==> config.mk <==
export PLATFORM = sky130hd
export DESIGN_NAME = rsso_core
export DESIGN_NICKNAME = d
export VERILOG_FILES = /design/src/verilog/rsso_pkg.sv /design/src/verilog/rsso_core.sv /design/src/verilog/rsso_rst_sync.sv /design/src/verilog/rsso_write_once.sv
export SDC_FILE = /design/constraint.sdc
export NUM_CORES = 1
export LEC_CHECK = 0
export ABC_AREA = 1
export BUFFER_PORTS_ARGS = -buffer_cell sky130_fd_sc_hd__buf_2
export CORE_MARGIN = 8
export CORE_UTILIZATION = 40
export DETAILED_ROUTE_END_ITERATION = 16
export RECOVER_POWER = 100
export SLEW_MARGIN = 20
export SYNTH_ARGS = -nofsm -noshare
export SYNTH_HDL_FRONTEND = slang
export SYNTH_HIERARCHICAL = 1
export SYNTH_SLANG_ARGS = --single-unit
==> constraint.sdc <==
create_clock -name clk_i -period 1.6 [get_ports clk_i]
set_clock_uncertainty 0.2 [all_clocks]
set_input_delay 0.32 -clock clk_i [delete_from_list [all_inputs] [get_ports clk_i]]
set_output_delay 0.32 -clock clk_i [all_outputs]
set_load 0.01 [all_outputs]
==> src/verilog/rsso_pkg.sv <==
// Package with the constants and types shared by the reset status and options block.
package rsso_pkg;

   // ************************************************************
   // Register indices on the device register port
   // ************************************************************
   localparam logic [1:0] RSSO_IDX_STATUS = 2'h0;
   localparam logic [1:0] RSSO_IDX_DBG    = 2'h1;
   localparam logic [1:0] RSSO_IDX_OPT1   = 2'h2;

   // ************************************************************
   // Field positions
   // ************************************************************
   localparam int unsigned RSSO_STS_POR   = 7;
   localparam int unsigned RSSO_STS_PIN   = 6;
   localparam int unsigned RSSO_STS_WDOG  = 5;
   localparam int unsigned RSSO_STS_BADOP = 4;
   localparam int unsigned RSSO_STS_BADAD = 3;
   localparam int unsigned RSSO_STS_LOWV  = 1;
   localparam int unsigned RSSO_OPT_TMO_H = 7;
   localparam int unsigned RSSO_OPT_TMO_L = 6;
   localparam int unsigned RSSO_OPT_STPEN = 5;
   localparam int unsigned RSSO_OPT_RSV   = 4;
   localparam int unsigned RSSO_OPT_TWPIN = 2;
   localparam int unsigned RSSO_FORCE_BIT = 0;

   // ************************************************************
   // Masks, reset values and special data values
   // ************************************************************
   localparam logic [7:0] RSSO_STS_MASK   = 8'hfa;
   localparam logic [7:0] RSSO_STS_POR_VAL = 8'h82;
   localparam logic [7:0] RSSO_OPT1_MASK  = 8'hf4;
   localparam logic [7:0] RSSO_OPT1_RESET = 8'hc0;
   localparam logic [7:0] RSSO_DBG_READ   = 8'h00;
   localparam logic [7:0] RSSO_SVC_FIRST  = 8'h55;
   localparam logic [7:0] RSSO_SVC_SECOND = 8'haa;
   localparam logic [1:0] RSSO_TMO_OFF    = 2'h0;

   // ************************************************************
   // Timing
   // ************************************************************
   localparam int unsigned RSSO_CLK_NS    = 8;
   localparam int unsigned RSSO_HOLD_NS   = 256;
   localparam int unsigned RSSO_HOLD_CYC  = (RSSO_HOLD_NS + RSSO_CLK_NS - 1) / RSSO_CLK_NS;

   // ************************************************************
   // Types
   // ************************************************************
   typedef struct packed {
      logic lowv;
      logic dbg;
      logic pin;
      logic wdog;
      logic badop;
      logic badad;
   } rsso_src_t;

   typedef enum logic [0:0] {
      RSSO_RUN  = 1'b0,
      RSSO_HOLD = 1'b1
   } rsso_state_t;

   typedef enum logic [0:0] {
      RSSO_SVC_IDLE  = 1'b0,
      RSSO_SVC_ARMED = 1'b1
   } rsso_svc_t;

endpackage

==> src/verilog/rsso_core.sv <==
// Reset source recording, watchdog service path, debug reset and options.
//
// Behaviour
// - A debug-forced reset leaves every reset source flag cleared.
// - With watchdog on, status writes other than 0x55 or 0xAA trip it.
// - Writing 0x55 then 0xAA restarts the watchdog; flags stay unchanged.
// - Power-on reset sets the power-on flag and the low-voltage flag.
// - Other resets except low-voltage capture active sources and clear power-on and low-voltage flags.
// - Bit 6 records a reset from the low external reset pin.
// - Bit 5 records watchdog timeout; timeout select 0 disables watchdog resets.
// - Illegal opcode resets and sets bit 4; stop/background count when disabled.
// - Access at an unimplemented address resets and sets bit 3.
// - Enabled low-voltage trip resets and sets bit 1.
// - Debug reset register ignores user writes, accepts only debug port writes.
// - The debug reset register always reads 0x00.
// - Writing 1 to the force bit from the debug port resets the device.
// - First options register takes only the first write after reset.
// - Bits 7:6 hold the timeout select, combined with clock select.
// - Bit 5 enables stop; when clear, stop forces an illegal-opcode reset.
// - Bit 2 routes the two-wire bus pins: 0 port A, 1 port B.
// - Bit 4 is reserved: stored, but it drives nothing.
// - Watchdog clock select picks 1 kHz clock at 0, bus clock at 1.
`timescale 1ns/1ns
module rsso_core
   import rsso_pkg::*;
#(
   parameter int unsigned HOLD_CYCLES = RSSO_HOLD_CYC,
   parameter int unsigned HOLD_W      = 8
) (
   // Clock and power-on reset
   input  wire logic       clk_i,
   input  wire logic       rst_b_i,
   // Register port
   input  wire logic [1:0] reg_addr_i,
   input  wire logic       reg_wr_i,
   input  wire logic       reg_rd_i,
   input  wire logic       reg_from_debug_i,
   input  wire logic [7:0] reg_wdata_i,
   output logic      [7:0] reg_rdata_o,
   // Reset sources
   input  wire logic       pin_reset_b_i,
   input  wire logic       low_voltage_trip_i,
   input  wire logic       low_voltage_reset_enable_i,
   input  wire logic       watchdog_expired_i,
   input  wire logic       illegal_address_i,
   // Instruction decode inputs
   input  wire logic       exec_illegal_i,
   input  wire logic       exec_stop_i,
   input  wire logic       exec_background_i,
   input  wire logic       background_mode_enable_i,
   // Second options register clock select bit
   input  wire logic       watchdog_clock_select_i,
   // Outputs to the rest of the chip
   output logic            system_reset_o,
   output logic            watchdog_restart_o,
   output logic      [1:0] watchdog_timeout_select_o,
   output logic            watchdog_use_bus_clock_o,
   output logic            stop_grant_o,
   output logic            two_wire_pin_select_o
);

   // ************************************************************
   // Declarations
   // ************************************************************
   logic              rst_sync_b;
   rsso_state_t       state_reg;
   rsso_state_t       state_next;
   rsso_svc_t         svc_reg;
   logic [HOLD_W-1:0] hold_cnt_reg;
   logic [7:0]        status_reg;
   logic [7:0]        opt1_q;
   logic              opt1_locked;
   logic [7:0]        opt1_rdata;
   logic              wdog_enabled;
   logic              wr_status;
   logic              wr_dbg;
   logic              wr_opt1;
   logic              svc_first;
   logic              svc_second;
   logic              bad_write;
   logic              stop_enable;
   logic              badop_now;
   rsso_src_t         src;
   logic              any_src;
   logic              entry;
   logic              hold_done;
   logic              sustain;

   localparam logic [HOLD_W-1:0] HOLD_LOAD = HOLD_W'(HOLD_CYCLES - 1);

   // ************************************************************
   // Helper functions
   // ************************************************************

   // Decodes a register index; used by every write and read path.
   function automatic logic rsso_hit(input logic [1:0] addr, input logic [1:0] idx);
      rsso_hit = (addr == idx);
   endfunction

   // Builds the status value captured at entry into a reset.
   function automatic logic [7:0] rsso_capture(input rsso_src_t s,
                                               input logic [7:0] cur);
      logic [7:0] v;
      v = 8'h00;
      if (s.lowv) begin
         v[RSSO_STS_POR]  = cur[RSSO_STS_POR];
         v[RSSO_STS_LOWV] = 1'b1;
      end else if (!s.dbg) begin
         v[RSSO_STS_PIN]   = s.pin;
         v[RSSO_STS_WDOG]  = s.wdog;
         v[RSSO_STS_BADOP] = s.badop;
         v[RSSO_STS_BADAD] = s.badad;
      end
      rsso_capture = v;
   endfunction

   // ************************************************************
   // Reset release
   // ************************************************************
   rsso_rst_sync u_rst_sync (
      .clk_i        (clk_i),
      .rst_b_i      (rst_b_i),
      .rst_sync_b_o (rst_sync_b)
   );

   // ************************************************************
   // Register decode
   // ************************************************************

   // Writes are taken only while the device is running.
   assign wr_status = reg_wr_i && (state_reg == RSSO_RUN)
                      && rsso_hit(reg_addr_i, RSSO_IDX_STATUS);
   assign wr_dbg    = reg_wr_i && (state_reg == RSSO_RUN) && reg_from_debug_i
                      && rsso_hit(reg_addr_i, RSSO_IDX_DBG);
   assign wr_opt1   = reg_wr_i && (state_reg == RSSO_RUN)
                      && rsso_hit(reg_addr_i, RSSO_IDX_OPT1);

   // Service values and any other value written to the status address.
   assign svc_first  = wr_status && (reg_wdata_i == RSSO_SVC_FIRST);
   assign svc_second = wr_status && (reg_wdata_i == RSSO_SVC_SECOND);
   assign bad_write  = wr_status && !svc_first && !svc_second;

   // ************************************************************
   // First options register
   // ************************************************************
   rsso_write_once #(
      .WIDTH     (8),
      .RESET_VAL (RSSO_OPT1_RESET)
   ) u_opt1 (
      .clk_i     (clk_i),
      .rst_b_i   (rst_sync_b),
      .clear_i   (entry),
      .wr_i      (wr_opt1),
      .wdata_i   (reg_wdata_i),
      .q_o       (opt1_q),
      .locked_o  (opt1_locked)
   );

   // Field views of the options register; the reserved bit feeds nothing.
   assign opt1_rdata   = opt1_q & RSSO_OPT1_MASK;
   assign stop_enable  = opt1_q[RSSO_OPT_STPEN];
   assign wdog_enabled = opt1_q[RSSO_OPT_TMO_H:RSSO_OPT_TMO_L] != RSSO_TMO_OFF;

   // ************************************************************
   // Reset sources
   // ************************************************************

   // Stop and background count as illegal when their modes are disabled.
   assign badop_now = exec_illegal_i
                     || (exec_stop_i && !stop_enable)
                     || (exec_background_i && !background_mode_enable_i);

   // Collects every source that is active in this cycle.
   always_comb begin
      src      = '0;
      src.lowv = low_voltage_trip_i && low_voltage_reset_enable_i;
      src.dbg  = wr_dbg && reg_wdata_i[RSSO_FORCE_BIT];
      src.pin  = !pin_reset_b_i;
      src.wdog = wdog_enabled && (bad_write || watchdog_expired_i);
      src.badop = badop_now;
      src.badad = illegal_address_i;
   end

   assign any_src = |src;
   assign entry   = (state_reg == RSSO_RUN) && any_src;

   // The pin and the low-voltage detector keep the device held while active.
   assign sustain   = src.pin || src.lowv;
   assign hold_done = (hold_cnt_reg == '0) && !sustain;

   // ************************************************************
   // Reset hold state machine
   // ************************************************************

   // Chooses between running and holding the system in reset.
   always_comb begin
      state_next = state_reg;
      case (state_reg)
         RSSO_RUN: begin
            if (any_src) begin
               state_next = RSSO_HOLD;
            end
         end
         RSSO_HOLD: begin
            if (hold_done) begin
               state_next = RSSO_RUN;
            end
         end
         default: begin
            state_next = RSSO_HOLD;
         end
      endcase
   end

   // Holds the state; power-on starts in the hold phase.
   always_ff @(posedge clk_i or negedge rst_sync_b) begin
      if (!rst_sync_b) begin
         state_reg <= RSSO_HOLD;
      end else begin
         state_reg <= state_next;
      end
   end

   // Counts the minimum length of the reset and reloads while a level holds it.
   always_ff @(posedge clk_i or negedge rst_sync_b) begin
      if (!rst_sync_b) begin
         hold_cnt_reg <= HOLD_LOAD;
      end else if (entry || ((state_reg == RSSO_HOLD) && sustain)) begin
         hold_cnt_reg <= HOLD_LOAD;
      end else if ((state_reg == RSSO_HOLD) && (hold_cnt_reg != '0)) begin
         hold_cnt_reg <= hold_cnt_reg - HOLD_W'(1);
      end
   end

   // Drives the system reset from the next state so it is high exactly while state_reg is in the hold phase.
   always_ff @(posedge clk_i or negedge rst_sync_b) begin
      if (!rst_sync_b) begin
         system_reset_o <= 1'b1;
      end else begin
         system_reset_o <= (state_next == RSSO_HOLD);
      end
   end

   // ************************************************************
   // Reset source status
   // ************************************************************

   // Loads the power-on pattern, then captures sources at each reset entry.
   always_ff @(posedge clk_i or negedge rst_sync_b) begin
      if (!rst_sync_b) begin
         status_reg <= RSSO_STS_POR_VAL;
      end else if (entry) begin
         status_reg <= rsso_capture(src, status_reg) & RSSO_STS_MASK;
      end
   end

   // ************************************************************
   // Watchdog service
   // ************************************************************

   // Tracks the first half of the service pair; any other status write disarms it.
   always_ff @(posedge clk_i or negedge rst_sync_b) begin
      if (!rst_sync_b) begin
         svc_reg <= RSSO_SVC_IDLE;
      end else if (entry) begin
         svc_reg <= RSSO_SVC_IDLE;
      end else if (svc_first) begin
         svc_reg <= RSSO_SVC_ARMED;
      end else if (wr_status) begin
         svc_reg <= RSSO_SVC_IDLE;
      end
   end

   // Pulses the restart for one cycle when 0xAA follows 0x55.
   always_ff @(posedge clk_i or negedge rst_sync_b) begin
      if (!rst_sync_b) begin
         watchdog_restart_o <= 1'b0;
      end else begin
         watchdog_restart_o <= svc_second && (svc_reg == RSSO_SVC_ARMED);
      end
   end

   // Exports the timeout select and the clock choice to the watchdog counter.
   always_ff @(posedge clk_i or negedge rst_sync_b) begin
      if (!rst_sync_b) begin
         watchdog_timeout_select_o <= RSSO_OPT1_RESET[RSSO_OPT_TMO_H:RSSO_OPT_TMO_L];
         watchdog_use_bus_clock_o  <= 1'b0;
      end else begin
         watchdog_timeout_select_o <= opt1_q[RSSO_OPT_TMO_H:RSSO_OPT_TMO_L];
         watchdog_use_bus_clock_o  <= watchdog_clock_select_i;
      end
   end

   // ************************************************************
   // Option outputs
   // ************************************************************

   // Grants a stop only when stop mode is enabled and no reset is pending.
   always_ff @(posedge clk_i or negedge rst_sync_b) begin
      if (!rst_sync_b) begin
         stop_grant_o <= 1'b0;
      end else begin
         stop_grant_o <= exec_stop_i && stop_enable && !entry && !any_src;
      end
   end

   // Routes the two-wire bus pin pair.
   always_ff @(posedge clk_i or negedge rst_sync_b) begin
      if (!rst_sync_b) begin
         two_wire_pin_select_o <= RSSO_OPT1_RESET[RSSO_OPT_TWPIN];
      end else begin
         two_wire_pin_select_o <= opt1_q[RSSO_OPT_TWPIN];
      end
   end

   // ************************************************************
   // Read data
   // ************************************************************

   // Returns the addressed register one cycle after a read; holds otherwise.
   always_ff @(posedge clk_i or negedge rst_sync_b) begin
      if (!rst_sync_b) begin
         reg_rdata_o <= 8'h00;
      end else if (reg_rd_i) begin
         if (rsso_hit(reg_addr_i, RSSO_IDX_STATUS)) begin
            reg_rdata_o <= status_reg & RSSO_STS_MASK;
         end else if (rsso_hit(reg_addr_i, RSSO_IDX_DBG)) begin
            reg_rdata_o <= RSSO_DBG_READ;
         end else if (rsso_hit(reg_addr_i, RSSO_IDX_OPT1)) begin
            reg_rdata_o <= opt1_rdata;
         end else begin
            reg_rdata_o <= 8'h00;
         end
      end
   end

endmodule // rsso_core

==> src/verilog/rsso_rst_sync.sv <==
// Two-stage synchroniser that releases an asynchronous active-low reset.
`timescale 1ns/1ns
module rsso_rst_sync (
   // Clock and raw reset
   input  wire logic clk_i,
   input  wire logic rst_b_i,
   // Released reset
   output logic      rst_sync_b_o
);

   logic stage1_reg;

   // *****************************************************
   // Assert at once, release after two clock edges.
   // *****************************************************
   always_ff @(posedge clk_i or negedge rst_b_i) begin
      if (!rst_b_i) begin
         stage1_reg   <= 1'b0;
         rst_sync_b_o <= 1'b0;
      end else begin
         stage1_reg   <= 1'b1;
         rst_sync_b_o <= stage1_reg;
      end
   end

endmodule // rsso_rst_sync

==> src/verilog/rsso_write_once.sv <==
// Register that honours only the first write after each reset.
`timescale 1ns/1ns
module rsso_write_once #(
   parameter int unsigned     WIDTH = 8,
   parameter logic [WIDTH-1:0] RESET_VAL = '0
) (
   // Clock and reset
   input  wire logic             clk_i,
   input  wire logic             rst_b_i,
   // Soft clear from a system reset
   input  wire logic             clear_i,
   // Write strobe and data
   input  wire logic             wr_i,
   input  wire logic [WIDTH-1:0] wdata_i,
   // Stored value and lock state
   output logic      [WIDTH-1:0] q_o,
   output logic                  locked_o
);

   // *****************************************************
   // The first write stores and locks; later writes are dropped.
   // *****************************************************
   always_ff @(posedge clk_i or negedge rst_b_i) begin
      if (!rst_b_i) begin
         q_o      <= RESET_VAL;
         locked_o <= 1'b0;
      end else if (clear_i) begin
         q_o      <= RESET_VAL;
         locked_o <= 1'b0;
      end else if (wr_i && !locked_o) begin
         q_o      <= wdata_i;
         locked_o <= 1'b1;
      end
   end

endmodule // rsso_write_once
==> flow_summary.ini, run 1 <==
[worst_setup_path]
crit_fanout = 4
start_kind = register
cp_slowest_stage_delay_ns = 0.56
slowest_stage = dfstp_2
crit_required_ns = 1.63
cpMostUsedCell = nand2_2
crit_path_cell_trace = inv_4 -> nand2_4 -> nor2_4 -> nand3_2 -> nand2_2 -> nand2_2 -> nand2_2 -> nand2_4 -> inv_4 -> or2_4 -> nand2_1 -> nand2_1
cp_num_buf_inv = 2
cp-end-kind = register
crit_type = reg -> reg
crit_family = simple AND/OR/NAND/NOR gates
worstPathArrival_ns = 1.69

[pwr]
intPower_uw = 1390
power_frac_comb = 0.105
power_density_nw_per_um2 = 740
power_frac_seq = 0.522
power_switching_uw = 457
fin_total_pwr_uw = 1850
p_clk_frac = 0.374
p_leak_uw = 0.00129
ir_worst_vdd_v = 0.000605
swShare = 0.247

[sta]
setup_viol = 9
setup_ws_ns = -0.0610
min_period_ns = 1.66
timing.fmax_mhz = 602
rsz0062_at_grt = true
fin_tns_setup_ns = -0.270
slew_headroom = 0.441
whs_ns = 0.0569
min_period_over_period = 1.04
worst_pin_slew_ns = 0.838
hold_violations = 0
slew_violations = 0

[die]
die_x_um = 83.6
core_sq_um = 4380
placementRows = 24
die-area_sq_um = 6990
fp.dieH_um = 83.6
start_util = 0.417
io_pins = 40

[layout]
drive_gt1_frac = 0.366
n_fill_cell = 415
final_area_sq_um = 2500
syn2layout_area_growth_pct = 36.6
final_common_cell = nand2_1
final_cell_mix = nand2_1, buf_4, inv_1, dfrtp_1, nor2_1
fin_nets = 329
multi_input_area_sq_um = 820
largest_reg_flops = 8
diodes = 0
seqCellArea_sq_um = 941

[global_route]
grt_pass1_vias = 1615
antenna_found_initial = 0
grt.total_usage = 0.121
grt_overflow = 0
grt_max_degree = 36
grt_pass1_wl_um = 7070

[cts]
cts_sinks = 37
cts_tree = done
cts.clk_slew.worst_paths_ns = 0.08
htree_num_levels = 2
cts-buffers-inserted = 5
clockBufferDepth = 2
root_buffer = clkbuf_8
clock_latency_ns = 0.29

[logic_synthesis]
syn_area_sq_um = 1830
synth.avg_cell_area_sq_um = 8.09
synthCells = 226
yosys_warnings = 6
syn_nets = 253

[place]
io_buffers = 38
place.gp.congestion = 0.794
dpl.hpwl_um = 3150
dpl_cell_area_sq_um = 2320

[outcome]
violations = setup timing
status = complete, but fails checks

[route]
route.vias.total = 1621
drt_iter0_markers = 56
wl_per_cell_um = 11.8
vias_per_cell = 4.57
first_pass_iters = 4
ant_nets = 0
drcViolationCount = 0
wirelength_um = 4180

[run]
drv_cap = 0

[min_path]
hold_path_class = in -> reg
[layout make-up]
cell class | count | area share
Clock buffer | 6 | 0.0330
Clock inverter | 2 | 0.00551
Inverter | 33 | 0.0536
Multi-Input combinational cell | 152 | 0.328
Sequential cell | 37 | 0.377
Tap cell | 52 | 0.0260
Timing Repair Buffer | 73 | 0.177
[path summary, 6_finish.rpt]
check	end	slack, ns	start	depth (start not counted)
setup / recovery	u_opt1/q_o[7]$_DFFE_PN1P_	-0.06	system_reset_o$_DFF_PN1_	12
min in group asynchronous	u_rst_sync/stage1_reg$_DFF_PN0_	0.14	rst_b_i	2
max in group asynchronous	status_reg[6]$_DFFE_PN0P_	0.45	u_rst_sync/rst_sync_b_o$_DFF_PN0_	1
setup reg to reg	u_opt1/q_o[7]$_DFFE_PN1P_	-0.06	system_reset_o$_DFF_PN1_	12
hold reg to reg	u_rst_sync/rst_sync_b_o$_DFF_PN0_	0.17	u_rst_sync/stage1_reg$_DFF_PN0_	0
hold / removal	stop_grant_o$_DFF_PN0_	0.06	exec_stop_i	3
[through the flow]
step / worst slack, ns / cells / utilization
after floorplan: -0.147 / 226 / -
after global placement: -0.118 / 343 / 0.529
after CTS: -0.0528 / 354 / 0.565
after global routing: -0.189 / 355 / 0.570
final: -0.0610 / 355 / 0.570
after detailed placement: -0.133 / 343 / 0.529
[worst min-delay path, delay by kind of cell]
family,cells,cell delay (ns)
buffers and inverters,2,0.15
AND/OR/NAND/NOR,1,0.04
[power groups by stage]
stage / clock network (uW) / logic [uW] / registers, uW
after floorplan: 0 / 72.5 / 998
after CTS: 719 / 199 / 964
final: 690 / 193 / 964
after detailed placement: 0 / 189 / 981
after global placement: 0 / 187 / 980
after global routing: 769 / 220 / 966
[what timing repair did]
| item | in CTS | in global routing |
|---|---|---|
| endpoints found under the setup margin | 20 | 24 |
| pin swaps | 10 | 1 |
| gates resized for setup | 8 | 9 |
| hold buffers | 2 | 0 |
| endpoints found under the hold margin | 3 | 0 |
| buffers inserted | 1 | 2 |
[metal layers]
metal,up-vias,wire length (um),GRT usage
li1,854,-,-
met1,735,1900,0.141
met2,32,2030,0.199
met3,0,247,0.0537
met4,0,0,0.0235
met5,-,0,0
Note: power is estimated with default switching activity, not from simulation.
==> inputs of run 2 (changes only) <==
--- a/config.mk
+++ b/config.mk
@@ -11,6 +11,7 @@
 export CORE_UTILIZATION = 40
 export DETAILED_ROUTE_END_ITERATION = 16
 export RECOVER_POWER = 100
+export REMOVE_ABC_BUFFERS = 1
 export SLEW_MARGIN = 20
 export SYNTH_ARGS = -nofsm -noshare
 export SYNTH_HDL_FRONTEND = slang
==> run 2 against run 1 <==
Net effect: the run still ends with setup timing left; cell area increased by 0.50%; first-iteration DRC count fell by 3.6%; die area stayed put; final cell count increased by 1.1%; power fell by 3.3%; clock power shrank 9.7%; count of clock-buffer cells in the layout did not move; critical path depth stayed put.
==> flow_summary.ini, run 2 (synthesis results as in run 1) <==
[outcome]
violations = setup timing
status = complete, but fails checks

[die]
start_util = 0.417
fp.dieH_um = 83.6
core_sq_um = 4380
die-area_sq_um = 6990
placementRows = 24
die_x_um = 83.6
io_pins = 40

[global_route]
grt.total_usage = 0.123
grt_pass1_wl_um = 7240
grt_overflow = 0
grt_pass1_vias = 1687
antenna_found_initial = 0
grt_max_degree = 26

[route]
first_pass_iters = 4
drcViolationCount = 0
route.vias.total = 1637
wirelength_um = 4210
ant_nets = 0
vias_per_cell = 4.56
wl_per_cell_um = 11.7
drt_iter0_markers = 54

[sta]
slew_violations = 0
setup_viol = 13
hold_violations = 0
worst_pin_slew_ns = 0.623
rsz0062_at_grt = true
setup_ws_ns = -0.0873
slew_headroom = 0.585
timing.fmax_mhz = 593
min_period_over_period = 1.05
min_period_ns = 1.69
whs_ns = 0.0746

[layout]
largest_reg_flops = 8
final_cell_mix = nand2_1, buf_4, inv_1, dfrtp_1, buf_2
final_common_cell = nand2_1
fin_nets = 333
diodes = 0
drive_gt1_frac = 0.358
syn2layout_area_growth_pct = 37.3

[place]
io_buffers = 38
pre_cts_slack_ns = -0.209
place.gp.congestion = 0.829
dpl.hpwl_um = 3190

[worst_setup_path]
crit_required_ns = 1.63
crit_fanout = 4
worstPathArrival_ns = 1.71
start_kind = register
crit_type = reg -> reg
slowest_stage = dfstp_2
crit_path_cell_trace = inv_4 -> nand2_4 -> nor2_4 -> nand3_2 -> nand2_1 -> nand2_2 -> nand2_2 -> nand2_2 -> inv_2 -> or2_1 -> nand2_1 -> nand2_1
cp-end-kind = register
cp_slowest_stage_delay_ns = 0.56

[pwr]
p_leak_uw = 0.00130
power_density_nw_per_um2 = 711
ir_worst_vdd_v = 0.000453

[cts]
cts_sinks = 37
root_buffer = clkbuf_8
htree_num_levels = 2
cts-buffers-inserted = 5
cts.clk_slew.worst_paths_ns = 0.07
cts_tree = done
clock_latency_ns = 0.29
clockBufferDepth = 2

[min_path]
hold_path_class = in -> reg

[run]
drv_cap = 0
==> run 2: per-stage QoR <==
step | cells | total power, uW | utilization | instance area [sq um] | setup TNS (ns)
after CTS | 357 | 1820 | 0.570 | 2500 | -0.677
after detailed placement | 344 | 1170 | 0.523 | 2290 | -1.59
after global placement | 344 | 1170 | 0.523 | 2290 | -1.26
after floorplan | 222 | 1060 | - | 1800 | -1.89
after global routing | 359 | 1880 | 0.573 | 2510 | -3.67
final | 359 | 1790 | 0.573 | 2510 | -0.658
==> run 2: worst paths after layout <==
kind                                                        start                           endpoint  slack, ns  cells after the start
worst max-delay path                     system_reset_o$_DFF_PN1_          u_opt1/q_o[6]$_DFFE_PN1P_      -0.09                     12
worst min-delay path                                  exec_stop_i             stop_grant_o$_DFF_PN0_       0.07                      3
worst max register to register           system_reset_o$_DFF_PN1_          u_opt1/q_o[6]$_DFFE_PN1P_      -0.09                     12
worst min register to register  u_rst_sync/rst_sync_b_o$_DFF_PN0_       watchdog_restart_o$_DFF_PN0_       0.16                      1
max in group asynchronous       u_rst_sync/rst_sync_b_o$_DFF_PN0_           system_reset_o$_DFF_PN1_       0.17                      2
min in group asynchronous                                 rst_b_i  u_rst_sync/rst_sync_b_o$_DFF_PN0_       0.14                      2
==> run 2: cell type report <==
| type | count | area, sq um |
|---|---|---|
| fillers | 425 | 1870 |
| flip-flops and latches | 37 | 941 |
| multi-input cells | 152 | 817 |
| repair buffers | 77 | 477 |
| inverters | 33 | 129 |
| clock buffers | 6 | 72.6 |
| well taps | 52 | 65.1 |
| clock inverters | 2 | 10.0 |
==> run 2: layer usage <==
layer	global-route usage	wire length (um)	vias up
met5	0	0	-
met4	0.0283	31	0
met3	0.0508	270	4
met2	0.204	2000	34
met1	0.144	1910	746
li1	-	-	853
==> run 2: worst max-delay path: cells and delay by family (launching register included) <==
| kind | cells | cell delay, ns |
|---|---|---|
| simple gates | 10 | 0.75 |
| flops | 1 | 0.56 |
| buf+inv | 2 | 0.10 |
==> run 2: report_power, final <==
group	total, uW	switching [uW]	internal, uW
registers	965	8.54	957
logic	198	109	88.9
clock network	623	321	302
==> run 2: what timing repair did <==
item / 4_1_cts / 5_1_grt
hold buffers: 3 / 0
endpoints found under the setup margin: 15 / 24
gates resized for setup: 23 / 10
endpoints found under the hold margin: 7 / 0
pin swaps: 20 / 10
setup buffers: 2 / 3
==> inputs of run 3 (changes only) <==
--- a/config.mk
+++ b/config.mk
@@ -10,7 +10,6 @@
 export CORE_MARGIN = 8
 export CORE_UTILIZATION = 40
 export DETAILED_ROUTE_END_ITERATION = 16
-export RECOVER_POWER = 100
 export REMOVE_ABC_BUFFERS = 1
 export SLEW_MARGIN = 20
 export SYNTH_ARGS = -nofsm -noshare
==> run 3 against run 2 <==
Net effect: the run still ends with setup timing left; non-clock buffer count stayed put; via count is 0.31% higher; first-iteration DRC count is 3.7% higher; critical path depth stayed put; final cell count stayed put; utilization is 0.71 points higher; die area stayed put.
==> flow_summary.ini, run 3 (synthesis results as in run 1) <==
[worst_setup_path]
crit_required_ns = 1.62
crit_type = reg -> reg
crit_path_cell_trace = inv_4 -> nand2_4 -> nor2_4 -> nand3_2 -> nand2_1 -> nand2_2 -> nand2_2 -> nand2_2 -> inv_2 -> or2_1 -> nand2_1 -> nand2_1
worstPathArrival_ns = 1.71
cp-end-kind = register
crit_fanout = 4
slowest_stage = dfstp_2
ff2ff_path_depth = 12
start_kind = register
cp_slowest_stage_delay_ns = 0.56

[route]
wirelength_um = 4180
vias_per_cell = 4.57
route.vias.total = 1642
drt_iter0_markers = 56
first_pass_iters = 4
drcViolationCount = 0
wl_per_cell_um = 11.6
ant_nets = 0

[cts]
cts_tree = done
htree_num_levels = 2
clock_latency_ns = 0.29
cts_sinks = 37
clockBufferDepth = 2
cts-buffers-inserted = 5
cts.clk_slew.worst_paths_ns = 0.07
root_buffer = clkbuf_8

[place]
dpl.hpwl_um = 3190
io_buffers = 38
pre_cts_slack_ns = -0.209
placedCellCount = 344
dpl_cell_area_sq_um = 2290
place.gp.congestion = 0.829

[sta]
fin_tns_setup_ns = -0.577
rsz0062_at_grt = true
hold_violations = 0
setup_viol = 12
timing.fmax_mhz = 592
min_period_over_period = 1.06
min_period_ns = 1.69
setup_ws_ns = -0.0892
slew_violations = 0

[die]
io_pins = 40
start_util = 0.417
fp.dieH_um = 83.6
placementRows = 24
die_x_um = 83.6
die-area_sq_um = 6990
core_sq_um = 4380

[layout]
final_cell_mix = nand2_1, buf_2, buf_4, inv_1, dfrtp_1
diodes = 0
syn2layout_area_growth_pct = 39.0
final_area_sq_um = 2540
final_common_cell = nand2_1
n_fill_cell = 410
final_cells = 359
fin_nets = 333
final_core_util = 0.580
largest_reg_flops = 8
drive_gt1_frac = 0.417

[global_route]
antenna_found_initial = 0
grt_pass1_wl_um = 7240
grt_overflow = 0
grt.total_usage = 0.123
grt_max_degree = 26
grt_pass1_vias = 1687

[outcome]
violations = setup timing
status = complete, but fails checks

[run]
drv_cap = 0

[pwr]
power_density_nw_per_um2 = 705
p_leak_uw = 0.00136
ir_worst_vdd_v = 0.000458

[min_path]
hold_path_class = reg -> async
run 3: cell count changes in the layout (fill, tap and decap cells not counted):
| cell | before | now |
|---|---|---|
| clkbuf_2 | 1 | 0 |
| dfstp_2 | 11 | 12 |
| dfstp_1 | 1 | 0 |
| clkbuf_4 | 1 | 0 |
| buf_2 | 23 | 37 |
| clkbuf_1 | 18 | 1 |
| buf_4 | 28 | 33 |
run 3: per-layer routing:
metal	wire, um	up-vias	track usage
met5	0	-	0
met4	31	0	0.0283
met3	268	4	0.0508
met2	2010	35	0.204
met1	1860	750	0.144
li1	-	853	-
run 3: timing repair:
action | in CTS | in global routing
gates cloned | 0 | 0
pin swaps | 20 | 10
hold buffers | 3 | 0
hold endpoints to repair | 7 | 0
setup endpoints to repair | 15 | 24
setup buffers | 2 | 3
gates resized for setup | 23 | 10
run 3: worst paths after layout:
check,slack (ns),end,from
worst max-delay path,-0.09,u_opt1/q_o[6]$_DFFE_PN1P_,system_reset_o$_DFF_PN1_
worst min-delay path,0.05,watchdog_restart_o$_DFF_PN0_,u_rst_sync/rst_sync_b_o$_DFF_PN0_
worst max register to register,-0.09,u_opt1/q_o[6]$_DFFE_PN1P_,system_reset_o$_DFF_PN1_
worst min register to register,0.05,watchdog_restart_o$_DFF_PN0_,u_rst_sync/rst_sync_b_o$_DFF_PN0_
max in group asynchronous,0.46,system_reset_o$_DFF_PN1_,u_rst_sync/rst_sync_b_o$_DFF_PN0_
min in group clk_i,0.07,stop_grant_o$_DFF_PN0_,exec_stop_i
run 3: where the power goes:
part	total, uW	internal [uW]	switching, uW	leakage [uW]
clock	623	302	322	0.0000450
combinational	205	95.7	109	0.000862
sequential	965	957	8.15	0.000456
run 3: worst max-delay path, delay by kind of cell, from the launching register on:
family | cells | cell delay, ns
buffers and inverters | 2 | 0.10
DFF | 1 | 0.56
and+or+nand+nor | 10 | 0.75
run 3: cell type report:
type	instances	area, sq um	share of cell area
multi-input cells	152	817	0.321
clock inverters	2	10.0	0.00394
well taps	52	65.1	0.0256
clock buffers	6	72.6	0.0285
flip-flops and latches	37	941	0.370
inverters	33	129	0.0507
repair buffers	77	508	0.200
run 3: per-stage QoR:
step                hold slack (ns)  total power (uW)
detailed placement          -0.0916              1170
CTS                          0.0550              1820
floorplan                    -0.176              1060
global placement            -0.0938              1170
global route                 0.0830              1890
finish                       0.0459              1790
